`src/design/prio_pkg.sv`:
```
package prio_pkg;
  localparam int NUM_REGS = 6;
  localparam int NUM_SRC = 20;
  localparam int REG_W = 16;
  localparam int PRIO_W = 3;
  localparam int ADDR_W = 4;
  localparam int EN_HI_W = 4;

  // register indices on the plain port
  localparam logic [3:0] IDX_PRIO_2 = 4'h0;
  localparam logic [3:0] IDX_PRIO_7 = 4'h5;
  localparam logic [3:0] IDX_EN_LO = 4'h6;
  localparam logic [3:0] IDX_EN_HI = 4'h7;
  localparam logic [3:0] IDX_REQ_LO = 4'h8;
  localparam logic [3:0] IDX_REQ_HI = 4'h9;

  localparam logic [2:0] PRIO_OFF = 3'h0;
  localparam logic [2:0] PRIO_LOW = 3'h1;
  localparam logic [2:0] PRIO_TOP = 3'h7;
  localparam logic [2:0] PRIO_RESET = 3'h4;
  localparam logic [15:0] FIELD_FILL = {4{1'b0, PRIO_RESET}};

  // implemented bits of priority registers 2..7
  localparam logic [15:0] IMPL_MASK [NUM_REGS] =
    '{16'h7777, 16'h0077, 16'h7777, 16'h7707, 16'h7770, 16'h7777};

  // register and field lsb of each source, in src_t order
  localparam int SRC_REG [NUM_SRC] =
    '{0, 0, 0, 0, 1, 1, 2, 2, 2, 2, 3, 3, 3, 4, 4, 4, 5, 5, 5, 5};
  localparam int SRC_LSB [NUM_SRC] =
    '{12, 8, 4, 0, 4, 0, 12, 8, 4, 0, 12, 8, 0, 12, 8, 4, 12, 8, 4, 0};

  typedef enum int {
    SERIAL1_RX, SPI1_EVENT, SPI1_FAULT, TIMER_THREE,
    ADC_DONE, SERIAL1_TX,
    CHANGE_NOTIFY, COMPARATOR, I2C1_MASTER, I2C1_SLAVE,
    CAPTURE_CH8, CAPTURE_CH7, EXT_PIN1,
    TIMER_FOUR, COMPARE_CH4, COMPARE_CH3,
    SERIAL2_TX, SERIAL2_RX, EXT_PIN2, TIMER_FIVE
  } src_t;

  typedef logic [NUM_REGS-1:0][REG_W-1:0] bank_t;
  typedef logic [NUM_SRC-1:0][PRIO_W-1:0] prio_vec_t;

  function automatic logic [2:0] field_of(bank_t b, int s);
    return b[SRC_REG[s]][SRC_LSB[s] +: PRIO_W];
  endfunction : field_of

  function automatic logic is_prio(logic [3:0] idx);
    return idx <= IDX_PRIO_7;
  endfunction : is_prio

  function automatic logic [15:0] mask_of(logic [3:0] idx);
    return is_prio(idx) ? IMPL_MASK[idx[2:0]] : 16'h0000;
  endfunction : mask_of
endpackage : prio_pkg

```
`src/design/prio_if.sv`:
```
`timescale 1ns/1ps
interface prio_if;
  logic wr;
  logic [2:0] idx;
  logic [15:0] wdata;
  prio_pkg::bank_t regs;
  prio_pkg::prio_vec_t prio;

  modport bank (input wr, input idx, input wdata, output regs, output prio);
  modport host (output wr, output idx, output wdata, input regs,
    input prio);
  modport gate (input prio);
endinterface : prio_if

```
`src/design/prio_bank.sv`:
```
`timescale 1ns/1ps
module prio_bank (
  // clock and reset
  input wire logic mclk,
  input wire logic rst,
  // register traffic and exported fields
  prio_if.bank lnk
);
  logic [15:0] mem [prio_pkg::NUM_REGS];

  for (genvar i = 0; i < prio_pkg::NUM_REGS; i++)
  begin : g_reg
    always_ff @(posedge mclk or posedge rst)
    begin
      if (rst)
        mem[i] <= prio_pkg::FIELD_FILL & prio_pkg::IMPL_MASK[i];
      else if (lnk.wr && lnk.idx == 3'(i))
        mem[i] <= lnk.wdata & prio_pkg::IMPL_MASK[i];
    end
    assign lnk.regs[i] = mem[i];
  end

  // field map per source
  always_comb
  begin
    for (int s = 0; s < prio_pkg::NUM_SRC; s++)
      lnk.prio[s] = prio_pkg::field_of(lnk.regs, s);
  end
endmodule : prio_bank

```
`src/design/req_gate.sv`:
```
`timescale 1ns/1ps
module req_gate (
  // clock and reset
  input wire logic mclk,
  input wire logic rst,
  // priorities from the bank
  prio_if.gate lnk,
  // per-source enable and pending flag
  input wire logic [19:0] enable,
  input wire logic [19:0] flag,
  // level forwarded to arbitration, zero when no request
  output prio_pkg::prio_vec_t req_level
);
  always_ff @(posedge mclk or posedge rst)
  begin
    if (rst)
      req_level <= '0;
    else
      for (int s = 0; s < prio_pkg::NUM_SRC; s++)
        if (flag[s] && enable[s]
            && lnk.prio[s] != prio_pkg::PRIO_OFF)
          req_level[s] <= lnk.prio[s];
        else
          req_level[s] <= prio_pkg::PRIO_OFF;
  end
endmodule : req_gate

```
`src/design/irq_prio_bank.sv`:
```
// Local design decisions: the strobed register port and the placing of the registers.
`timescale 1ns/1ps
module irq_prio_bank (
  // clock and reset
  input wire logic mclk,
  input wire logic rst,
  // register port
  input wire logic [3:0] addr,
  input wire logic [15:0] wdata,
  input wire logic wr,
  input wire logic rd,
  output logic [15:0] rdata,
  // pending flags from the sources
  input wire logic [19:0] src_flag,
  // levels forwarded to arbitration
  output prio_pkg::prio_vec_t req_level,
  // per-source priorities
  output logic [2:0] serial1_rx_prio,
  output logic [2:0] spi_port1_event_prio,
  output logic [2:0] spi_port1_fault_prio,
  output logic [2:0] timer_three_prio,
  output logic [2:0] adc_done_prio,
  output logic [2:0] serial1_tx_prio,
  output logic [2:0] change_notify_prio,
  output logic [2:0] comparator_prio,
  output logic [2:0] i2c_port1_master_prio,
  output logic [2:0] i2c_port1_slave_prio,
  output logic [2:0] capture_ch8_prio,
  output logic [2:0] capture_ch7_prio,
  output logic [2:0] ext_pin1_prio,
  output logic [2:0] timer_four_prio,
  output logic [2:0] compare_ch4_prio,
  output logic [2:0] compare_ch3_prio,
  output logic [2:0] serial2_tx_prio,
  output logic [2:0] serial2_rx_prio,
  output logic [2:0] ext_pin2_prio,
  output logic [2:0] timer_five_prio
);
  prio_if lnk ();

  logic [15:0] en_lo;
  logic [3:0] en_hi;
  logic [19:0] enable;
  logic [19:0] req_active;
  logic [15:0] next_rdata;

  assign enable = {en_hi, en_lo};

  // register bank writes go through the carrier
  assign lnk.wr = wr && prio_pkg::is_prio(addr);
  assign lnk.idx = addr[2:0];
  assign lnk.wdata = wdata;

  prio_bank u_bank (
    .mclk(mclk),
    .rst(rst),
    .lnk(lnk.bank)
  );

  req_gate u_gate (
    .mclk(mclk),
    .rst(rst),
    .lnk(lnk.gate),
    .enable(enable),
    .flag(src_flag),
    .req_level(req_level)
  );

  // fields leave straight from the bank flops
  assign serial1_rx_prio = lnk.prio[prio_pkg::SERIAL1_RX];
  assign spi_port1_event_prio = lnk.prio[prio_pkg::SPI1_EVENT];
  assign spi_port1_fault_prio = lnk.prio[prio_pkg::SPI1_FAULT];
  assign timer_three_prio = lnk.prio[prio_pkg::TIMER_THREE];
  assign adc_done_prio = lnk.prio[prio_pkg::ADC_DONE];
  assign serial1_tx_prio = lnk.prio[prio_pkg::SERIAL1_TX];
  assign change_notify_prio = lnk.prio[prio_pkg::CHANGE_NOTIFY];
  assign comparator_prio = lnk.prio[prio_pkg::COMPARATOR];
  assign i2c_port1_master_prio = lnk.prio[prio_pkg::I2C1_MASTER];
  assign i2c_port1_slave_prio = lnk.prio[prio_pkg::I2C1_SLAVE];
  assign capture_ch8_prio = lnk.prio[prio_pkg::CAPTURE_CH8];
  assign capture_ch7_prio = lnk.prio[prio_pkg::CAPTURE_CH7];
  assign ext_pin1_prio = lnk.prio[prio_pkg::EXT_PIN1];
  assign timer_four_prio = lnk.prio[prio_pkg::TIMER_FOUR];
  assign compare_ch4_prio = lnk.prio[prio_pkg::COMPARE_CH4];
  assign compare_ch3_prio = lnk.prio[prio_pkg::COMPARE_CH3];
  assign serial2_tx_prio = lnk.prio[prio_pkg::SERIAL2_TX];
  assign serial2_rx_prio = lnk.prio[prio_pkg::SERIAL2_RX];
  assign ext_pin2_prio = lnk.prio[prio_pkg::EXT_PIN2];
  assign timer_five_prio = lnk.prio[prio_pkg::TIMER_FIVE];

  // enable registers
  always_ff @(posedge mclk or posedge rst)
  begin
    if (rst)
      en_lo <= 16'h0000;
    else if (wr && addr == prio_pkg::IDX_EN_LO)
      en_lo <= wdata;
  end

  always_ff @(posedge mclk or posedge rst)
  begin
    if (rst)
      en_hi <= 4'h0;
    else if (wr && addr == prio_pkg::IDX_EN_HI)
      en_hi <= wdata[prio_pkg::EN_HI_W-1:0];
  end

  // which sources currently forward a request
  always_comb
  begin
    for (int s = 0; s < prio_pkg::NUM_SRC; s++)
      req_active[s] = req_level[s] != prio_pkg::PRIO_OFF;
  end

  // read decode, unmapped reads return zero
  always_comb
  begin
    next_rdata = 16'h0000;
    if (prio_pkg::is_prio(addr))
      next_rdata = lnk.regs[addr[2:0]];
    else
      unique case (addr)
        prio_pkg::IDX_EN_LO: next_rdata = en_lo;
        prio_pkg::IDX_EN_HI: next_rdata = {12'h000, en_hi};
        prio_pkg::IDX_REQ_LO: next_rdata = req_active[15:0];
        prio_pkg::IDX_REQ_HI: next_rdata = {12'h000, req_active[19:16]};
        default: next_rdata = 16'h0000;
      endcase
  end

  // data stand only in the cycle after the strobe
  always_ff @(posedge mclk or posedge rst)
  begin
    if (rst)
      rdata <= 16'h0000;
    else if (rd)
      rdata <= next_rdata;
    else
      rdata <= 16'h0000;
  end

  // checks

  logic wrote_any;

  always_ff @(posedge mclk or posedge rst)
  begin
    if (rst)
      wrote_any <= 1'b0;
    else if (lnk.wr)
      wrote_any <= 1'b1;
  end

  // storage checks per register
  for (genvar k = 0; k < prio_pkg::NUM_REGS; k++)
  begin : g_reg_chk

  end

  // request path checks per source

  for (genvar s = 0; s < prio_pkg::NUM_SRC; s++)
  begin : g_chk
    localparam int R = prio_pkg::SRC_REG[s];
    localparam int L = prio_pkg::SRC_LSB[s];
    localparam logic [3:0] ACT_IDX =
      s < 16 ? prio_pkg::IDX_REQ_LO : prio_pkg::IDX_REQ_HI;
    localparam int ACT_BIT = s % 16;

  end
endmodule : irq_prio_bank

```
`config.mk`:
```
export PLATFORM = sky130hd
export DESIGN_NAME = irq_prio_bank
export DESIGN_NICKNAME = d
export VERILOG_FILES = /design/src/design/prio_pkg.sv /design/src/design/prio_if.sv /design/src/design/prio_bank.sv /design/src/design/req_gate.sv /design/src/design/irq_prio_bank.sv
export SDC_FILE = /design/constraint.sdc
export NUM_CORES = 1
export LEC_CHECK = 0
export ABC_AREA = 1
export ABC_CLOCK_PERIOD_IN_PS = 9450
export BUFFER_PORTS_ARGS = -buffer_cell sky130_fd_sc_hd__buf_2
export CAP_MARGIN = 40
export CORE_ASPECT_RATIO = 0.9
export CORE_UTILIZATION = 35
export CTS_CLUSTER_DIAMETER = 120
export CTS_CLUSTER_SIZE = 10
export DETAILED_ROUTE_END_ITERATION = 10
export PLACE_DENSITY = 0.59
export SLEW_MARGIN = 0
export SYNTH_ARGS = -nofsm -noshare
export SYNTH_HDL_FRONTEND = slang
export SYNTH_SLANG_ARGS = --single-unit
```
`constraint.sdc`:
```
create_clock -name mclk -period 9.45 [get_ports mclk]
set_input_delay 0.4725 -clock mclk [delete_from_list [all_inputs] [get_ports mclk]]
set_output_delay 0.4725 -clock mclk [all_outputs]
set_load 0.005 [all_outputs]
```
==> impl_metrics.env <==
export IMPL_min_delay_path_class="input pin to async pin"
export IMPL_placedCellCount=1155
export IMPL_synth_net_count=793
export IMPL_floorplan_die_width_um=148
export IMPL_slew_headroom_pct=45.8
export IMPL_drt_iter0_markers=443
export IMPL_power_per_cell_area_nw_per_um2=223
export IMPL_wirelength_mm=20.4
export IMPL_crit_path_class="input pin to register"
export IMPL_cts_root_buffer_cell="sky130_fd_sc_hd__clkbuf_16"
export IMPL_synth_ff_latch_count=156
export IMPL_hold_viol=0
export IMPL_critical_path_max_fanout=17
export IMPL_start_util_pct=36.0
export IMPL_post_dp_hpwl_mm=15.3
export IMPL_number_of_instances_in_the_synthesized_netlist=749
export IMPL_overflow=0
export IMPL_cts_sinks=156
export IMPL_final_min_period_over_clock_period_pct=21.3
export IMPL_io_buffer_count=179
export IMPL_crit_chain="buf_2, inv_2, nor2_8, nand2_1, inv_2, nand2_1, buf_8, nand2_1, o21ai_2"
export IMPL_fp_dieArea_um2=19700
export IMPL_number_of_antenna_violations_at_the_first_check_in_global_routing=0
export IMPL_crit_path_end_kind="register"
export IMPL_synthesis_area_per_instance_um2=8.94
export IMPL_viasPerCell=4.72
export IMPL_cts_resized=0
export IMPL_cts_max_level=4
export IMPL_max_capacitance_violation_total=0
export IMPL_synth_seq_area_share_pct=58.7
export IMPL_final_max_slew_violation_count=0
export IMPL_clk_pin_slew_worst_paths_ns=0.06
export IMPL_cpLargestDelayFamily="buffers and inverters"
export IMPL_grt_max_degree=93
export IMPL_maxClockFrequency_mhz=496
export IMPL_post_drt_wl_per_cell_um=17.2
export IMPL_finalNonFillerCells=1187
export IMPL_globalplace_congestion=0.878
export IMPL_fp_coreArea_um2=18600
export IMPL_num_vias=5602
export IMPL_max_slew_worst_pin_slew_ns=0.813
export IMPL_totalPowerFinal_mw=1.86
export IMPL_cts_hold_buffers=0
export IMPL_status="complete, no violations"
export IMPL_crit_path_frequent_cell="sky130_fd_sc_hd__nand2_1"
export IMPL_post_cts_repair_setup_buffers=0
export IMPL_fp_dieH_um=133
export IMPL_first_global_vias=5231
export IMPL_critPathMaxStageDelay_ns=0.43
export IMPL_synth_cell_types=31
export IMPL_nets=973
export IMPL_worst_r2r_setup_slack_ns=8.19
export IMPL_groute_usage_overall_pct=21.4
export IMPL_n_antenna_cell=0
export IMPL_cts_made_buffers=17
export IMPL_drt_pre_antenna_iters=5
export IMPL_post_route_cells_drive_above_1_share_pct=29.1
export IMPL_critPathBufInv=4
export IMPL_cellLeakagePower_nw=4.51
export IMPL_ctsLongestPathBuffers=2
export IMPL_critical_path_arrival_ns=2.32
export IMPL_layout_common_cells="sky130_fd_sc_hd__nand2_1 (189), sky130_fd_sc_hd__buf_2 (179), sky130_fd_sc_hd__dfrtp_1 (136)"
export IMPL_antenna_viol_nets_final=0
export IMPL_drcViolationCount=0
export IMPL_finalWorstPathRequiredPeriod_ns=2.02
export IMPL_clock_skew_final_ns=0.00812
export IMPL_ir_drop_mv=0.125
export IMPL_netlist_area_um2=6690
export IMPL_crit_required_ns=9.76
export IMPL_flow_area_growth_from_synthesis_pct=24.8
export IMPL_ys_warn_count=0
export IMPL_worstSetupStartpointType="input pin"
export IMPL_grt_pass1_wl_mm=30.7
export IMPL_critical_path_top_delay_cell="sky130_fd_sc_hd__nand2_1"
export IMPL_cts_tree="done"
export IMPL_pin_count=180
export IMPL_clk_latency_ns=0.42
export IMPL_setup_tns_ns=0
export IMPL_fp_row_count=47
export IMPL_setup_viol=0
export IMPL_rsz_0062_raised_after_global_routing="false"
export IMPL_layout_cells_most_common="sky130_fd_sc_hd__nand2_1"
flip-flops by register name, summed over array words and instances, names as in the netlist:
register and cells:
en_lo 16, u_gate.req_level 60, u_bank.lnk.prio 60, rdata 16, en_hi 4
report_power, final:
group	internal (mW)	switching, mW	total (mW)	leakage [nW]
logic	0.127	0.182	0.309	2.24
registers	0.780	0.105	0.885	2.01
clock network	0.397	0.272	0.669	0.268
total	1.30	0.558	1.86	4.51
metal layers:
layer  GRT usage, %  wire, um
met1           29.8      9390
met2           33.3      9330
met3           5.17      1450
met4           5.84       255
met5              0         0
synth_stat cells, drive strengths merged:
cell    count  area (um2)
nand2     197         779
dfrtp     136        3400
nor2      115         484
o21ai      97         542
inv        90         340
nand3      29         145
dfstp      20         526
buf        18         131
o311ai     10        87.6
or2         9        56.3
o22ai       7        43.8
nor3        6        52.6
o31ai       5        37.5
a21oi       4        31.3
a211oi      3        22.5
clkbuf      2        7.51
clkinv      1        3.75
cell families (layout without fill, tap and decap cells):
kind of cell    count (synthesis)  count (layout)  share of synthesized area, %
simple gates                  356             356                          22.7
flops                         156             156                          58.7
compound gates                126             126                          11.4
buf+inv                       111             304                          7.21
final cells by class:
cell class | count | area (um2)
Clock buffer | 23 | 458
Clock inverter | 9 | 114
Fill cell | 1864 | 10200
Inverter | 91 | 349
Multi-Input combinational cell | 482 | 2280
Sequential cell | 156 | 3930
Tap cell | 245 | 307
Timing Repair Buffer | 181 | 918
metrics by stage:
stage	hold WS (ns)	setup slack (ns)	utilization, %	cell area [um2]
after detailed placement	0.490	7.00	41.9	7780
after floorplan	0.465	4.80	-	6690
final	0.224	7.43	45.0	8360
after global placement	0.488	6.91	41.8	7770
after CTS	0.242	7.47	45.0	8360
after global routing	0.277	7.30	45.0	8360
final timing paths:
path	startpoint	to	depth (start not counted)
min in group mclk	wdata[2]	u_bank.lnk.prio[59]	3
worst min register to register	u_bank.lnk.prio[11]	u_bank.lnk.prio[11]	2
worst max register to register	u_bank.lnk.prio[11]	rdata[2]	8
worst max-delay path	addr[1]	en_lo[3]	9
worst min-delay path	rst	rdata[14]	2
max in group asynchronous	rst	u_gate.req_level[10]	3
Power figures use the tool's default switching activity.
